--- src/shared/pdc_pkg.sv ---
package pdc_pkg;

    // Register map, one byte per address.
    localparam int PDC_NUM_REGS = 9;
    localparam int PDC_IDX_W = 4;
    localparam logic [7:0] PDC_ADDR_PUMP = 8'h0B;
    localparam logic [7:0] PDC_ADDR_SS_REF = 8'h0C;
    localparam logic [7:0] PDC_ADDR_SS_FB_HIGH = 8'h0D;
    localparam logic [7:0] PDC_ADDR_SS_FB_LOW = 8'h0E;
    localparam logic [7:0] PDC_ADDR_OUT_DIV = 8'h0F;
    localparam logic [7:0] PDC_ADDR_INT_HIGH = 8'h10;
    localparam logic [7:0] PDC_ADDR_INT_LOW = 8'h11;
    localparam logic [7:0] PDC_ADDR_FRAC_HIGH = 8'h12;
    localparam logic [7:0] PDC_ADDR_FRAC_LOW = 8'h13;
    localparam logic [7:0] PDC_ADDR_FIRST = PDC_ADDR_PUMP;
    localparam logic [7:0] PDC_ADDR_LAST = PDC_ADDR_FRAC_LOW;

    // Index of each register inside the bank.
    localparam int PDC_IDX_PUMP = 0;
    localparam int PDC_IDX_SS_REF = 1;
    localparam int PDC_IDX_SS_FB_HIGH = 2;
    localparam int PDC_IDX_SS_FB_LOW = 3;
    localparam int PDC_IDX_OUT_DIV = 4;
    localparam int PDC_IDX_INT_HIGH = 5;
    localparam int PDC_IDX_INT_LOW = 6;
    localparam int PDC_IDX_FRAC_HIGH = 7;
    localparam int PDC_IDX_FRAC_LOW = 8;

    // Reset values.
    localparam logic [7:0] PDC_RST_PUMP = 8'h06;
    localparam logic [7:0] PDC_RST_ZERO = 8'h00;
    localparam logic [7:0] PDC_RST_OUT_DIV = 8'h33;
    localparam logic [7:0] PDC_RST_INT_LOW = 8'h3C;
    localparam logic [10:0] PDC_RST_INT_DIV = 11'h03C;
    localparam logic [3:0] PDC_RST_OUT_DIVISOR = 4'h3;

    // Writable bits; clear bits are reserved and read as zero.
    localparam logic [7:0] PDC_MASK_FULL = 8'hFF;
    localparam logic [7:0] PDC_MASK_INT_HIGH = 8'h07;
    localparam logic [7:0] PDC_MASK_RESERVED = 8'hF8;

    localparam logic [PDC_NUM_REGS-1:0][7:0] PDC_RESET_TABLE = {
        PDC_RST_ZERO, PDC_RST_ZERO, PDC_RST_INT_LOW, PDC_RST_ZERO,
        PDC_RST_OUT_DIV, PDC_RST_ZERO, PDC_RST_ZERO, PDC_RST_ZERO,
        PDC_RST_PUMP};
    localparam logic [PDC_NUM_REGS-1:0][7:0] PDC_MASK_TABLE = {
        PDC_MASK_FULL, PDC_MASK_FULL, PDC_MASK_FULL, PDC_MASK_INT_HIGH,
        PDC_MASK_FULL, PDC_MASK_FULL, PDC_MASK_FULL, PDC_MASK_FULL,
        PDC_MASK_FULL};

    // Field positions.
    localparam int PDC_BIT_MUL32 = 7;
    localparam int PDC_BIT_MUL16 = 6;
    localparam int PDC_BIT_MUL8 = 5;
    localparam int PDC_BIT_MUL4 = 4;
    localparam int PDC_BIT_MUL2 = 3;
    localparam int PDC_BIT_MUL1 = 2;
    localparam int PDC_BIT_DIV24 = 1;
    localparam int PDC_BIT_DIV3 = 0;
    localparam int PDC_BIT_DIV23 = 7;
    localparam int PDC_REF_DIV_LSB = 0;
    localparam int PDC_REF_DIV_W = 7;
    localparam int PDC_OUT_DIVISOR_ONE_LSB = 4;
    localparam int PDC_OUT_DIVISOR_TWO_LSB = 0;
    localparam int PDC_OUTDIV_W = 4;
    localparam int PDC_INT_HIGH_LSB = 0;
    localparam int PDC_INT_HIGH_W = 3;

    typedef struct packed {
        logic wrEn;
        logic rdEn;
        logic [7:0] addr;
        logic [7:0] wdata;
    } pdc_req_s;

    typedef struct packed {
        logic rdValid;
        logic [7:0] rdData;
    } pdc_rsp_s;

    typedef struct packed {
        logic synth1PumpMul32;
        logic synth1PumpMul16;
        logic synth1PumpMul8;
        logic synth1PumpMul4;
        logic synth1PumpMul2;
        logic synth1PumpMul1;
        logic synth1PumpDiv24;
        logic synth1PumpDiv3;
        logic synth1SpreadRefDiv23Sel;
        logic [6:0] synth1SpreadRefDivisor;
        logic [15:0] synth1SpreadFbDivisor;
        logic [3:0] outDivisorOne;
        logic [3:0] outDivisorTwo;
        logic [2:0] synth2IntFbUpper;
        logic [7:0] synth2IntFbLower;
        logic [15:0] synth2FracFbDivisor;
    } pdc_fields_s;

    typedef struct packed {
        logic [7:0] value;
    } pdc_byte_state_s;

    typedef struct packed {
        logic rdValid;
        logic [7:0] rdData;
    } pdc_bank_state_s;

    function automatic logic pdc_reg_hit(input logic [7:0] addr);
        return (addr >= PDC_ADDR_FIRST) && (addr <= PDC_ADDR_LAST);
    endfunction : pdc_reg_hit

    function automatic logic [PDC_IDX_W-1:0] pdc_reg_index(
        input logic [7:0] addr);
        logic [7:0] offset;
        offset = addr - PDC_ADDR_FIRST;
        return offset[PDC_IDX_W-1:0];
    endfunction : pdc_reg_index

endpackage : pdc_pkg

--- src/hdl/pdc_byte_reg.sv ---
module pdc_byte_reg
    import pdc_pkg::*;
#(
    parameter logic [7:0] RESET_VALUE = 8'h00,
    parameter logic [7:0] WRITE_MASK = 8'hFF
) (
    input wire logic clock,
    input wire logic srst,
    input wire logic writeEn,
    input wire logic [7:0] writeData,
    output logic [7:0] value
);

    pdc_byte_state_s state;
    pdc_byte_state_s next_state;

    // Bits outside the mask keep their reset value whatever is written.
    always_comb begin
        next_state = state;
        if (writeEn) begin
            next_state.value = (writeData & WRITE_MASK)
                | (state.value & ~WRITE_MASK);
        end
    end

    always_ff @(posedge clock) begin
        if (srst) begin
            state.value <= RESET_VALUE;
        end else begin
            state <= next_state;
        end
    end

    assign value = state.value;

endmodule : pdc_byte_reg

--- src/hdl/pdc_config_regs.sv ---
module pdc_config_regs
    import pdc_pkg::*;
(
    input wire logic clock,
    input wire logic srst,
    input wire pdc_req_s req,
    output pdc_rsp_s rsp,
    output pdc_fields_s fields
);

    logic [PDC_NUM_REGS-1:0][7:0] regs;
    logic [PDC_NUM_REGS-1:0] wrSel;
    logic wrHit;
    logic rdHit;
    logic [PDC_IDX_W-1:0] wrIndex;
    logic [PDC_IDX_W-1:0] rdIndex;
    pdc_bank_state_s state;
    pdc_bank_state_s next_state;

    assign wrHit = req.wrEn && pdc_reg_hit(req.addr);
    assign rdHit = pdc_reg_hit(req.addr);
    assign wrIndex = pdc_reg_index(req.addr);
    assign rdIndex = pdc_reg_index(req.addr);

    // One byte register per address; reset and writable bits per entry.
    for (genvar i = 0; i < PDC_NUM_REGS; i++) begin : g_reg
        assign wrSel[i] = wrHit && (wrIndex == PDC_IDX_W'(i));
        pdc_byte_reg #(
            .RESET_VALUE(PDC_RESET_TABLE[i]),
            .WRITE_MASK(PDC_MASK_TABLE[i])
        ) u_reg (
            .clock(clock),
            .srst(srst),
            .writeEn(wrSel[i]),
            .writeData(req.wdata),
            .value(regs[i])
        );
    end

    // Reads answer one cycle later; unmapped addresses read as zero.
    always_comb begin
        next_state = state;
        next_state.rdValid = req.rdEn;
        if (req.rdEn) begin
            if (rdHit) begin
                next_state.rdData = regs[rdIndex];
            end else begin
                next_state.rdData = PDC_RST_ZERO;
            end
        end
    end

    always_ff @(posedge clock) begin
        if (srst) begin
            state.rdValid <= 1'b0;
            state.rdData <= PDC_RST_ZERO;
        end else begin
            state <= next_state;
        end
    end

    assign rsp.rdValid = state.rdValid;
    assign rsp.rdData = state.rdData;

    // Pump weighting bits.
    assign fields.synth1PumpMul32 = regs[PDC_IDX_PUMP][PDC_BIT_MUL32];
    assign fields.synth1PumpMul16 = regs[PDC_IDX_PUMP][PDC_BIT_MUL16];
    assign fields.synth1PumpMul8 = regs[PDC_IDX_PUMP][PDC_BIT_MUL8];
    assign fields.synth1PumpMul4 = regs[PDC_IDX_PUMP][PDC_BIT_MUL4];
    assign fields.synth1PumpMul2 = regs[PDC_IDX_PUMP][PDC_BIT_MUL2];
    assign fields.synth1PumpMul1 = regs[PDC_IDX_PUMP][PDC_BIT_MUL1];
    assign fields.synth1PumpDiv24 = regs[PDC_IDX_PUMP][PDC_BIT_DIV24];
    assign fields.synth1PumpDiv3 = regs[PDC_IDX_PUMP][PDC_BIT_DIV3];

    // Spread reference divider.
    assign fields.synth1SpreadRefDiv23Sel =
        regs[PDC_IDX_SS_REF][PDC_BIT_DIV23];
    assign fields.synth1SpreadRefDivisor =
        regs[PDC_IDX_SS_REF][PDC_REF_DIV_LSB +: PDC_REF_DIV_W];

    // Spread feedback divider, high byte first.
    assign fields.synth1SpreadFbDivisor =
        {regs[PDC_IDX_SS_FB_HIGH], regs[PDC_IDX_SS_FB_LOW]};

    // Output divider pair.
    assign fields.outDivisorOne =
        regs[PDC_IDX_OUT_DIV][PDC_OUT_DIVISOR_ONE_LSB +: PDC_OUTDIV_W];
    assign fields.outDivisorTwo =
        regs[PDC_IDX_OUT_DIV][PDC_OUT_DIVISOR_TWO_LSB +: PDC_OUTDIV_W];

    // Second synthesizer integer and fractional dividers.
    assign fields.synth2IntFbUpper =
        regs[PDC_IDX_INT_HIGH][PDC_INT_HIGH_LSB +: PDC_INT_HIGH_W];
    assign fields.synth2IntFbLower = regs[PDC_IDX_INT_LOW];
    assign fields.synth2FracFbDivisor =
        {regs[PDC_IDX_FRAC_HIGH], regs[PDC_IDX_FRAC_LOW]};

    a_pump_reset:
    assert property (@(posedge clock) disable iff (srst)
        $past(srst) |-> regs[PDC_IDX_PUMP] == PDC_RST_PUMP
            && fields.synth1PumpMul1 && fields.synth1PumpDiv24
            && !fields.synth1PumpMul32)
    else $error("Pump weighting reset value is wrong.");

    a_pump_write:
    assert property (@(posedge clock) disable iff (srst)
        req.wrEn && req.addr == PDC_ADDR_PUMP
            |=> {fields.synth1PumpMul32, fields.synth1PumpMul16,
                fields.synth1PumpMul8, fields.synth1PumpMul4,
                fields.synth1PumpMul2, fields.synth1PumpMul1,
                fields.synth1PumpDiv24, fields.synth1PumpDiv3}
                == $past(req.wdata))
    else $error("Pump weighting write not stored.");

    a_ref_write:
    assert property (@(posedge clock) disable iff (srst)
        req.wrEn && req.addr == PDC_ADDR_SS_REF
            |=> fields.synth1SpreadRefDiv23Sel == $past(req.wdata[7])
            && fields.synth1SpreadRefDivisor == $past(req.wdata[6:0]))
    else $error("Spread reference write not stored.");

    a_ref_reset:
    assert property (@(posedge clock) disable iff (srst)
        $past(srst) |-> !fields.synth1SpreadRefDiv23Sel
            && fields.synth1SpreadRefDivisor == 7'h00)
    else $error("Spread reference byte not zero after reset.");

    a_fb_bytes:
    assert property (@(posedge clock) disable iff (srst)
        req.wrEn && req.addr == PDC_ADDR_SS_FB_HIGH
            && !$past(req.wrEn)
            |=> fields.synth1SpreadFbDivisor[15:8] == $past(req.wdata)
            ##1 (!$past(req.wrEn) || $past(req.addr) != PDC_ADDR_SS_FB_HIGH)
                || fields.synth1SpreadFbDivisor[15:8] == $past(req.wdata))
    else $error("Spread feedback high byte not stored.");

    a_fb_low:
    assert property (@(posedge clock) disable iff (srst)
        req.wrEn && req.addr == PDC_ADDR_SS_FB_LOW
            |=> fields.synth1SpreadFbDivisor[7:0] == $past(req.wdata))
    else $error("Spread feedback low byte not stored.");

    a_div_one_reset:
    assert property (@(posedge clock) disable iff (srst)
        $past(srst) |-> fields.outDivisorOne == PDC_RST_OUT_DIVISOR)
    else $error("Output divisor one reset value is wrong.");

    a_div_one_write:
    assert property (@(posedge clock) disable iff (srst)
        req.wrEn && req.addr == PDC_ADDR_OUT_DIV
            |=> fields.outDivisorOne == $past(req.wdata[7:4]))
    else $error("Output divisor one not taken from upper nibble.");

    a_div_two_write:
    assert property (@(posedge clock) disable iff (srst)
        req.wrEn && req.addr == PDC_ADDR_OUT_DIV
            |=> fields.outDivisorTwo == $past(req.wdata[3:0])
            && $stable(fields.synth2IntFbLower))
    else $error("Output divisor two not taken from lower nibble.");

    a_div_two_reset:
    assert property (@(posedge clock) disable iff (srst)
        $past(srst) |-> fields.outDivisorTwo == PDC_RST_OUT_DIVISOR)
    else $error("Output divisor two reset value is wrong.");

    a_int_reset:
    assert property (@(posedge clock) disable iff (srst)
        $past(srst) |-> {fields.synth2IntFbUpper, fields.synth2IntFbLower}
            == PDC_RST_INT_DIV)
    else $error("Integer divisor reset value is wrong.");

    a_int_upper:
    assert property (@(posedge clock) disable iff (srst)
        req.wrEn && req.addr == PDC_ADDR_INT_HIGH
            |=> fields.synth2IntFbUpper == $past(req.wdata[2:0]))
    else $error("Integer divisor upper bits not stored.");

    a_frac_high:
    assert property (@(posedge clock) disable iff (srst)
        req.wrEn && req.addr == PDC_ADDR_FRAC_HIGH
            |=> fields.synth2FracFbDivisor[15:8] == $past(req.wdata)
            && $stable(fields.synth2FracFbDivisor[7:0]))
    else $error("Fractional divisor high byte not stored.");

    a_frac_reset:
    assert property (@(posedge clock) disable iff (srst)
        $past(srst) |-> fields.synth2FracFbDivisor == 16'h0000)
    else $error("Fractional divisor not zero after reset.");

    a_reserved_read:
    assert property (@(posedge clock) disable iff (srst)
        req.rdEn && req.addr == PDC_ADDR_INT_HIGH
            |=> rsp.rdValid && (rsp.rdData & PDC_MASK_RESERVED) == 8'h00)
    else $error("Reserved bits of the integer high byte read nonzero.");

    a_read_answer:
    assert property (@(posedge clock) disable iff (srst)
        req.rdEn && !pdc_reg_hit(req.addr)
            |=> rsp.rdValid && rsp.rdData == 8'h00)
    else $error("Unmapped read did not answer zero.");

    a_fb_reset:
    assert property (@(posedge clock) disable iff (srst)
        $past(srst) |-> fields.synth1SpreadFbDivisor == 16'h0000)
    else $error("Spread feedback divisor not zero after reset.");

    a_int_lower:
    assert property (@(posedge clock) disable iff (srst)
        req.wrEn && req.addr == PDC_ADDR_INT_LOW
            |=> fields.synth2IntFbLower == $past(req.wdata)
            && $stable(fields.synth2IntFbUpper))
    else $error("Integer divisor lower byte not stored.");

    a_frac_low:
    assert property (@(posedge clock) disable iff (srst)
        req.wrEn && req.addr == PDC_ADDR_FRAC_LOW
            |=> fields.synth2FracFbDivisor[7:0] == $past(req.wdata)
            && $stable(fields.synth2FracFbDivisor[15:8]))
    else $error("Fractional divisor low byte not stored.");

    a_reserved_write:
    assert property (@(posedge clock) disable iff (srst)
        req.wrEn && req.addr == PDC_ADDR_INT_HIGH
            |=> (regs[PDC_IDX_INT_HIGH] & PDC_MASK_RESERVED)
            == PDC_RST_ZERO)
    else $error("Reserved bits of the integer high byte took a write.");

    a_read_valid:
    assert property (@(posedge clock) disable iff (srst)
        !$past(srst) |-> rsp.rdValid == $past(req.rdEn))
    else $error("Read answer strobe not one cycle after the request.");

endmodule : pdc_config_regs

--- config.mk ---
export PLATFORM = sky130hd
export DESIGN_NAME = pdc_config_regs
export DESIGN_NICKNAME = d
export VERILOG_FILES = /design/src/shared/pdc_pkg.sv /design/src/hdl/pdc_byte_reg.sv /design/src/hdl/pdc_config_regs.sv
export SDC_FILE = /design/constraint.sdc
export NUM_CORES = 1
export LEC_CHECK = 0
export ABC_AREA = 1
export BUFFER_PORTS_ARGS = -buffer_cell sky130_fd_sc_hd__buf_2
export CORE_ASPECT_RATIO = 1.1
export CORE_MARGIN = 4
export CORE_UTILIZATION = 55
export DETAILED_ROUTE_END_ITERATION = 10
export PLACE_DENSITY = 0.82
export SYNTH_ARGS = -nofsm -noshare
export SYNTH_HDL_FRONTEND = slang
export SYNTH_SLANG_ARGS = --single-unit
--- constraint.sdc ---
create_clock -name clock -period 3.1 [get_ports clock]
set_input_delay 0.31 -clock clock [delete_from_list [all_inputs] [get_ports clock]]
set_output_delay 0.31 -clock clock [all_outputs]
set_load 0.005 [all_outputs]
==> run_results.csv, run 1 <==
group,metric,value,unit
status,status,"finished, final reports clean",
power,powerDensity,444,mW/mm2
die,io_pins,96,
drt,remaining_drc_errors,0,
clock_network,tritoncts,"yes",
drt,num_vias,4137,
timing,post-route-min-period,2.30,ns
power,total_power,2.02,mW
global_routing,grt_util_all_layers,28.0,%
die,core-area,0.00671,mm2
synth,yosysUniqueCellTypes,26,
layout,n_antenna_cell,0,
global_routing,grt-ovfl-total,0,
synth,synth_xor_area_share,0,%
drt,finalWirelength,11.6,mm
layout,final_cell_mix,"nand2_1 (192), buf_2 (95), nor2_1 (82)",
clock_network,ctsResizeCount,0,
clock_network,post_cts_buffers,0,
drt,wl_per_cell,15.5,um
die,num_rows,31,
clock_network,ctsRootBufferMaster,"clkbuf_8",
global_routing,grt_pass1_vias,3775,
timing,hold_viol,0,
placement,dpl_cell_area,0.00435,mm2
synth,synth_seq_cells,76,
synth,avgSynthCellArea,6.67,um2
synth,syn-instance-count,582,
synth,synthSimpleGateAreaFrac,43.2,%
synth,syn_area,0.00388,mm2
synth,ys_warn_count,0,
die,initial_core_util,57.8,%
drt,drtAntennaViolNets,0,
critical_path,path_cells,"buf_2 > ha_1 > inv_2 > nand2_1 > nand2_2 > inv_2 > nand2_4 > nor3_2 > nand2_1 > nand2_1 > nor2_1",
critical_path,cp.required,3.35,ns
synth,synth-compound-area-share,8.51,%
global_routing,grtUsageMet2,46.2,%
critical_path,timing.critical_path.buf_inv,3,
timing,finClkSkew,0.0107,ns
layout,seq_area,0.00152,mm2
clock_network,cts_made_buffers,9,
layout,fin_area,0.00455,mm2
timing,fin_setup_tns,0,ns
layout,layout_commonest_cell,"nand2_1",
critical_path,crit_fanout,23,
flow_run,maxCapViolations,0,
clock_network,clk_path_buf_depth,2,
critical_path,critical-path-top-delay-family,"simple AND/OR/NAND/NOR gates",
critical_path,worst_path_most_repeated_cell,"nand2_1",
min_path,hp-class,"input port to register",
synth,muxShareOfSynthArea,0,%
global_routing,antenna_found_initial,0,
layout,syn_to_final_growth,17.3,%
global_routing,grt_pass1_wl,18.3,mm
timing,period_share,74.1,%
clock_network,hold_buffers,0,
global_routing,use_met3,5.82,%
clock_network,htreeDepth,3,
critical_path,critical_path_class,"input port to register",
drt,dr.pass1.iters,5,
critical_path,crit_slowest_cell,"nor3_2",
placement,place.gp.congestion,0.979,
power,power_leakage,2.21,nW
die,die-width,88.1,um
timing,rsz0062_at_grt,"false",
power,vdd_drop_max,0.000270,V
synth,synth_adder_area_share,1.29,%
critical_path,arrival,2.55,ns
global_routing,grt_max_degree,41,
layout,final.fill_count,594,
timing,setup_viol,0,
timing,max_freq,0.435,GHz
placement,dpl.hpwl,8.24,mm
die,fp.dieArea,0.00846,mm2
layout,nNetsFinal,688,
clock_network,insertion_delay,0.35,ns
timing,finalMaxSlewViolations,0,
layout,layout-drive-gt1-share,20.8,%
timing,relSlewSlack,50.8,%
timing,tightest_slew,0.734,ns
critical_path,startpoint_type,"input port",
placement,io_buffers,95,
clock_network,cts.sinks,76,
critical_path,max_stage_delay,0.61,ns
drt,drt_iter0_markers,321,
die,die_height,96.1,um
synth,synth.net_count,606,
synth,synth_top_family_by_area,"simple AND/OR/NAND/NOR gates",
layout,multi_input_area,0.00206,mm2
synth,ys_seq_area_share,39.2,%
drt,vias_per_cell,5.52,
clock_network,clk_pin_slew,0.08,ns
critical_path,setup.worst_path.end_class,"register",
global_routing,top_usage_layer,"met2",
global_routing,grtUsageMet1,35.6,%
[registers in the layout, indices dropped and copies added (netlist names)]
name	count
g.u_reg.value	67
rsp	9
[worst reg2reg max path, delay by kind of cell (launching register included)]
kind | cells | cell delay, ns
compound gates | 3 | 0.44
simple gates | 3 | 0.29
flops | 1 | 0.36
[final timing paths]
check | end | start | depth (start not counted) | slack [ns]
max | g_reg[6].u_reg.value[6] | req[8] | 11 | 0.80
min | rsp[8] | req[16] | 3 | 0.31
max reg2reg | rsp[7] | g_reg[6].u_reg.value[7] | 6 | 1.94
min reg2reg | rsp[4] | rsp[4] | 2 | 0.47
[metal layers]
layer / up-vias / routed length [um]
li1: 2004 / -
met1: 1922 / 4820
met2: 177 / 5580
met3: 34 / 885
met4: 0 / 337
met5: - / 0
[stage by stage]
stage	hold WS (ns)	util (%)	setup slack, ns	instances
2_1_floorplan	0.423	-	1.10	582
6_report	0.306	67.8	0.803	749
5_1_grt	0.308	67.8	0.556	749
3_3_place_gp	0.452	64.8	0.571	735
4_1_cts	0.301	67.8	0.804	749
3_5_place_dp	0.458	64.8	0.438	735
[logic make-up (layout without fill, tap and decap cells)]
group / count (synthesis) / count (layout)
buffers and inverters: 68 / 153
AO/OA/AOI/OAI: 65 / 65
AND/OR/NAND/NOR: 369 / 369
flip-flops: 76 / 76
adder cells (fa/ha/maj): 4 / 4
[report_power, final]
group	total (mW)	switching, mW	internal [mW]	leakage, nW
sequential	0.980	0.00170	0.978	0.613
combinational	0.225	0.165	0.0594	1.50
clock	0.817	0.349	0.468	0.103
total	2.02	0.516	1.51	2.21
[synth_stat cells]
| library cell | number | share of area [%] |
|---|---|---|
| a21oi_1 | 47 | 6.1 |
| buf_1 | 1 | 0.097 |
| buf_2 | 9 | 1.2 |
| buf_6 | 4 | 1.2 |
| clkbuf_1 | 15 | 1.5 |
| clkinv_1 | 2 | 0.19 |
| clkinv_2 | 1 | 0.13 |
| dfxtp_1 | 76 | 39 |
| ha_1 | 4 | 1.3 |
| inv_1 | 32 | 3.1 |
| inv_2 | 3 | 0.29 |
| inv_6 | 1 | 0.23 |
| nand2_1 | 192 | 19 |
| nand2_2 | 5 | 0.81 |
| nand2_4 | 4 | 1.2 |
| nand2_8 | 1 | 0.52 |
| nand3_1 | 73 | 9.4 |
| nand3_4 | 2 | 0.90 |
| nor2_1 | 82 | 7.9 |
| nor2_2 | 1 | 0.16 |
| nor2_4 | 1 | 0.29 |
| nor2_8 | 4 | 2.1 |
| nor3_2 | 2 | 0.52 |
| nor3_4 | 2 | 0.84 |
| o211ai_1 | 2 | 0.39 |
| o21ai_0 | 16 | 2.1 |
[area by class of cell]
type	instances	area share, %
timing repair buffer	100	11.3
clock buffer	12	3.19
multi-input combinational	438	45.2
tap	82	2.25
clock inverter	2	1.32
sequential	76	33.4
inverter	39	3.35
Note: power is estimated with default switching activity, not from simulation.
==> run 2: changes to the inputs <==
--- a/config.mk
+++ b/config.mk
@@ -5,13 +5,13 @@
 export SDC_FILE = /design/constraint.sdc
 export NUM_CORES = 1
 export LEC_CHECK = 0
-export ABC_AREA = 1
+export ABC_AREA = 0
 export BUFFER_PORTS_ARGS = -buffer_cell sky130_fd_sc_hd__buf_2
 export CORE_ASPECT_RATIO = 1.1
 export CORE_MARGIN = 4
-export CORE_UTILIZATION = 55
+export CORE_UTILIZATION = 53
 export DETAILED_ROUTE_END_ITERATION = 10
-export PLACE_DENSITY = 0.82
+export PLACE_DENSITY = 0.8
 export SYNTH_ARGS = -nofsm -noshare
 export SYNTH_HDL_FRONTEND = slang
 export SYNTH_SLANG_ARGS = --single-unit
==> constraint.sdc (replaced) <==
create_clock -name clock -period 2.3 [get_ports clock]
set_input_delay 0.23 -clock clock [delete_from_list [all_inputs] [get_ports clock]]
set_output_delay 0.23 -clock clock [all_outputs]
set_load 0.005 [all_outputs]
==> run 2 against run 1 <==
Net effect: clock power increased by 51%; sequential cell count unchanged; critical path depth decreased by 4; largest power group unchanged; critical endpoint is now rsp[0]; non-clock buffer count increased by 8; sequential share of layout area increased by 0.16 points; register-to-register slack got worse by 0.86 ns; sequential power increased by 35%.
==> run_results.csv, run 2 <==
group,metric,value,unit
die,die-width,88.1,um
power,p_clk_share,43.9,%
critical_path,timing.critical_path.buf_inv,3,
power,total_power,2.81,mW
die,core-area,0.00671,mm2
synth,avgSynthCellArea,10.9,um2
min_path,hp-class,"input port to register",
synth,ys_warn_count,0,
critical_path,startpoint_type,"input port",
critical_path,crit_slowest_cell,"nor3_2",
clock_network,clk_path_buf_depth,2,
drt,drt_iter0_markers,148,
critical_path,worstRegToRegCells,3,
placement,dpl.hpwl,7.50,mm
global_routing,grt_pass1_vias,3049,
synth,ys_seq_area_share,40.7,%
layout,n_antenna_cell,0,
clock_network,tritoncts,"yes",
die,num_rows,31,
die,die_height,96.1,um
global_routing,grt_max_degree,35,
synth,yosysMostFrequentCell,"dfxtp_1",
timing,setup_viol,0,
synth,async_reset_ff_share,0,%
layout,layout_commonest_cell,"buf_2",
timing,finClkSkew,0.00709,ns
drt,finalWirelength,10.1,mm
timing,tightest_slew,0.555,ns
critical_path,max_stage_delay,0.48,ns
power,swShare,23.9,%
clock_network,cts_made_buffers,9,
placement,place.gp.congestion,0.908,
timing,max_freq,0.620,GHz
timing,finalMaxSlewViolations,0,
timing,rsz0062_at_grt,"false",
layout,regMostFlops,"g.u_reg.value",
power,pwr-share-comb,9.1,%
critical_path,critical-path-top-delay-family,"simple AND/OR/NAND/NOR gates",
synth,synthTopCellsByArea,"dfxtp_1 (41%), mux2i_1 (17%), nand2b_1 (10%)",
drt,vias_per_cell,5.75,
layout,final.fill_count,531,
timing,hold_viol,0,
synth,syn_area,0.00374,mm2
clock_network,insertion_delay,0.35,ns
power,seq_power_share,47.0,%
layout,final_cell_mix,"buf_2 (95), dfxtp_1 (76), mux2i_1 (63)",
synth,synth_top_area_share,40.7,%
synth,syn-instance-count,343,
critical_path,arrival,1.87,ns
timing,fin_setup_tns,0,ns
critical_path,r2r-end,"rsp[0]",
clock_network,htreeDepth,3,
layout,largest_register_ffs,67,
clock_network,hold_buffers,0,
status,status,"finished, final reports clean",
synth,yosys.area.top_type,"dfxtp_1",
critical_path,endpoint,"rsp[0]",
clock_network,post_cts_buffers,0,
timing,hold_ws,0.138,ns
drt,dr.pass1.iters,5,
clock_network,ctsRootBufferMaster,"clkbuf_8",
die,io_pins,96,
global_routing,antenna_found_initial,0,
clock_network,ctsResizeCount,0,
critical_path,startpoint,"req[9]",
timing,post-route-min-period,1.61,ns
layout,syn_to_final_growth,21.2,%
drt,wl_per_cell,19.2,um
die,initial_core_util,55.7,%
synth,synthFlopType,"dfxtp_1",
critical_path,r2r_start,"g_reg[6].u_reg.value[0]",
power,power_leakage,2.25,nW
global_routing,grt-ovfl-total,0,
flow_run,maxCapViolations,0,
critical_path,path_cells,"buf_2 > inv_1 > ha_1 > buf_4 > nor3_2 > a21oi_1 > o31ai_1",
global_routing,grt_util_all_layers,25.2,%
layout,layout-drive-gt1-share,34.5,%
drt,num_vias,3034,
critical_path,crit_fanout,8,
critical_path,setup.worst_path.end_class,"register",
clock_network,cts.sinks,76,
power,powerDensity,620,mW/mm2
global_routing,grt_pass1_wl,15.9,mm
synth,synth.net_count,367,
power,power_switching,0.670,mW
drt,remaining_drc_errors,0,
die,fp.dieArea,0.00846,mm2
synth,synth_seq_cells,76,
critical_path,r2r_setup_slack,1.08,ns
critical_path,cp_num_cells,7,
synth,yosysUniqueCellTypes,44,
synth,synth-edff-count,0,
power,p_int,2.14,mW
power,vdd_drop_max,0.000415,V
placement,io_buffers,95,
layout,nNetsFinal,465,
drt,drtAntennaViolNets,0,
timing,relSlewSlack,62.9,%
critical_path,critical_path_class,"input port to register",
clock_network,clk_pin_slew,0.08,ns
synth,synthTopCellsByCount,"dfxtp_1 (76), mux2i_1 (63), nand2b_1 (62), nor2_1 (20), mux4_2 (11)",
critical_path,cp.required,2.56,ns
timing,period_share,70.1,%
==> run 2: cell types whose count changed after synthesis, moves of 15 or more <==
cell	previous run	this run
o21ai_0	16	1
nand2b_1	0	62
mux2i_1	0	63
nand2_1	192	10
inv_1	32	6
nand3_1	73	3
a21oi_1	47	7
nor2_1	82	20
==> run 2: worst min-delay path by stage <==
stage / cells past startpoint / start / to / slack (ns)
4_1_cts: 3 / req[6] / g_reg[4].u_reg.value[6] / 0.14
6_report: 3 / req[6] / g_reg[4].u_reg.value[6] / 0.14
5_1_grt: 3 / req[3] / g_reg[4].u_reg.value[3] / 0.15
2_1_floorplan: 2 / req[2] / g_reg[4].u_reg.value[2] / 0.37
3_3_place_gp: 2 / rsp[5] / rsp[5] / 0.45
3_5_place_dp: 2 / rsp[7] / rsp[7] / 0.44
==> run 2: worst reg2reg max path, stage by stage (launching register included) <==
cell and delay (ns):
dfxtp_1 0.33, mux4_2 0.51, o22ai_1 0.17, o31ai_1 0.09
==> run 2: power by group through the flow <==
stage | registers [mW] | logic, mW | clock network (mW)
6_report | 1.32 | 0.255 | 1.23
5_1_grt | 1.32 | 0.273 | 1.30
4_1_cts | 1.32 | 0.252 | 1.24
3_5_place_dp | 1.35 | 0.251 | 0
3_3_place_gp | 1.35 | 0.246 | 0
2_1_floorplan | 1.35 | 0.175 | 0
==> run 2: final cells by class <==
type / count / area (um2) / share of cell area, %
Multi-Input combinational cell: 240 / 2070 / 45.7
Sequential cell: 76 / 1520 / 33.6
Timing Repair Buffer: 108 / 573 / 12.7
Clock buffer: 9 / 124 / 2.73
Clock inverter: 7 / 115 / 2.54
Tap cell: 82 / 103 / 2.27
Inverter: 6 / 22.5 / 0.497
==> run 2: stage by stage <==
stage	util, %	instance area, um2	std cells	setup slack, ns
2_1_floorplan	-	3740	343	0.275
3_3_place_gp	63.9	4290	512	0.417
3_5_place_dp	63.9	4290	512	0.346
4_1_cts	67.5	4530	528	0.716
5_1_grt	67.5	4530	528	0.583
6_report	67.5	4530	528	0.688
==> run 2: routing by layer <==
layer	wire length (um)	GRT usage, %	vias to the layer above
met5	0	0	-
met4	339	10.2	0
met3	727	5.74	26
met2	4920	41.5	134
met1	4130	32.1	1459
li1	-	-	1415
==> run 2: logic make-up after synthesis <==
logic type	Yosys count	synth area share, %
AO/OA/AOI/OAI	42	9.64
buffers and inverters	27	3.92
multiplexers	79	25.0
AND/OR/NAND/NOR	112	18.5
flip-flops	76	40.7
adder cells (fa/ha/maj)	4	1.34
XOR/XNOR	3	0.904
==> run 3: changes to the inputs <==
--- a/config.mk
+++ b/config.mk
@@ -9,9 +9,9 @@
 export BUFFER_PORTS_ARGS = -buffer_cell sky130_fd_sc_hd__buf_2
 export CORE_ASPECT_RATIO = 1.1
 export CORE_MARGIN = 4
-export CORE_UTILIZATION = 53
+export CORE_UTILIZATION = 48
 export DETAILED_ROUTE_END_ITERATION = 10
-export PLACE_DENSITY = 0.8
+export PLACE_DENSITY = 0.76
 export SYNTH_ARGS = -nofsm -noshare
 export SYNTH_HDL_FRONTEND = slang
 export SYNTH_SLANG_ARGS = --single-unit
==> constraint.sdc (replaced) <==
create_clock -name clock -period 1.3 [get_ports clock]
set_input_delay 0.13 -clock clock [delete_from_list [all_inputs] [get_ports clock]]
set_output_delay 0.13 -clock clock [all_outputs]
set_load 0.005 [all_outputs]
==> run 3 against run 2 <==
Net effect: setup slack lost 0.64 ns; critical endpoint is now g_reg[2].u_reg.value[6]; die area is 9.5% higher; clock power rose by 81%.
==> run_results.csv, run 3 (synthesis results as in run 2) <==
group,metric,value,unit
layout,largest_register_ffs,67,
drt,routed-wl-met2,5.37,mm
critical_path,setup.worst_path.end_class,"register",
timing,finClkSkew,0.00757,ns
layout,nNetsFinal,486,
power,p_clk_share,43.2,%
critical_path,cp.required,1.57,ns
clock_network,ctsRootBufferMaster,"clkbuf_8",
timing,setup_viol,0,
drt,wl_per_cell,18.5,um
global_routing,grt_max_degree,26,
drt,top_layer,"met4",
power,vdd_drop_max,0.000642,V
drt,drtAntennaViolNets,0,
timing,hold_viol,0,
timing,hold_ws,0.0432,ns
layout,layout-drive-gt1-share,40.3,%
drt,remaining_drc_errors,0,
drt,dr_wl_met3,690,um
timing,rsz0062_at_grt,"false",
drt,num_vias,3156,
timing,max_freq,0.799,GHz
clock_network,cts.sinks,76,
placement,io_buffers,95,
die,initial_core_util,49.8,%
timing,period_share,96.2,%
power,total_power,5.17,mW
clock_network,hold_buffers,0,
power,p_int,3.91,mW
timing,relSlewSlack,60.4,%
clock_network,cts_made_buffers,9,
global_routing,antenna_found_initial,0,
drt,vias_per_cell,5.52,
power,powerDensity,1050,mW/mm2
timing,finalMaxSlewViolations,0,
drt,dr.pass1.iters,4,
timing,tightest_slew,0.592,ns
layout,fin_area,0.00492,mm2
placement,dpl.hpwl,7.74,mm
global_routing,grt_pass1_wl,16.7,mm
flow_run,maxCapViolations,0,
critical_path,critical_path_class,"input port to register",
status,status,"finished, final reports clean",
die,fp.dieArea,0.00927,mm2
clock_network,insertion_delay,0.35,ns
placement,dp_cells,548,
power,power_leakage,2.41,nW
global_routing,grt_util_all_layers,23.2,%
critical_path,startpoint_type,"input port",
power,seq_power_share,45.1,%
global_routing,grt-ovfl-total,0,
clock_network,clk_path_buf_depth,2,
die,core-area,0.00751,mm2
die,die_height,101,um
drt,finalWirelength,10.6,mm
layout,fin_util,65.5,%
global_routing,grt_pass1_vias,3211,
layout,syn_to_final_growth,31.7,%
clock_network,htreeDepth,3,
timing,post-route-min-period,1.25,ns
critical_path,arrival,1.52,ns
layout,final_cell_mix,"buf_2 (93), dfxtp_1 (76), mux2i_1 (63)",
clock_network,tritoncts,"yes",
clock_network,clk_pin_slew,0.09,ns
critical_path,crit_fanout,8,
placement,dpl_cell_area,0.00454,mm2
placement,place.gp.congestion,0.913,
die,io_pins,96,
layout,layout_commonest_cell,"buf_2",
die,die-width,92.1,um
layout,regMostFlops,"g.u_reg.value",
min_path,hp-class,"input port to register",
power,swShare,24.5,%
layout,final.fill_count,620,
power,power_switching,1.27,mW
layout,n_antenna_cell,0,
power,pwr-share-comb,11.6,%
die,num_rows,33,
layout,final_cells,572,
drt,met1Wirelength,4.10,mm
drt,drt_iter0_markers,108,
-- run 3: cell count changes in the layout (fill, tap and decap cells not counted), sizes merged --
cell / delta
clkbuf: +1
clkinvlp: -1
buf: +20
inv: +1
-- run 3: cell type report --
class	count	area (um2)	share of cell area, %
clock buffer	9	124	2.52
clock inverter	7	124	2.52
inverter	6	30.0	0.610
multi-input combinational	240	2150	43.6
sequential	76	1520	30.9
tap	105	131	2.67
timing repair buffer	129	847	17.2
-- run 3: metrics by stage --
step | TNS (ns) | worst slack, ns
final | 0 | 0.0488
after global placement | -22.18 | -0.478
after floorplan | -5.62 | -0.209
after detailed placement | -25.72 | -0.509
after global routing | 0 | 0.00171
after CTS | 0 | 0.00512
-- run 3: routing by layer --
layer / GRT usage, % / vias up
li1: - / 1466
met1: 27.7 / 1533
met2: 39.9 / 129
met3: 3.73 / 28
met4: 13.1 / 0
met5: 0 / -
-- run 3: worst paths after layout --
| check | start | to | slack (ns) | cells past startpoint |
|---|---|---|---|---|
| max | req[8] | g_reg[2].u_reg.value[6] | 0.05 | 7 |
| min | req[6] | g_reg[4].u_reg.value[6] | 0.04 | 3 |
| max reg2reg | g_reg[5].u_reg.value[1] | rsp[1] | 0.06 | 3 |
| min reg2reg | rsp[7] | rsp[7] | 0.47 | 2 |
-- run 3: critical path: stages --
cell and delay [ns]:
buf_8 0.12, ha_4 0.19, o21a_1 0.20, o2111a_2 0.29
buf_12 0.15, nand3_4 0.18, mux2i_1 0.24
-- run 3: timing repair --
action / CTS / global route
gates cloned: 0 / 1
pin swaps: 2 / 5
resized for setup: 6 / 7
setup buffers: 7 / 0
setup endpoints to repair: 36 / 30
-- run 3: power groups by stage --
| stage | clock [mW] | combinational [mW] | sequential (mW) |
|---|---|---|---|
| after global placement | 0 | 0.518 | 2.39 |
| after detailed placement | 0 | 0.527 | 2.39 |
| after CTS | 2.26 | 0.587 | 2.33 |
| final | 2.23 | 0.602 | 2.33 |
| after floorplan | 0 | 0.345 | 2.39 |
| after global routing | 2.35 | 0.638 | 2.34 |
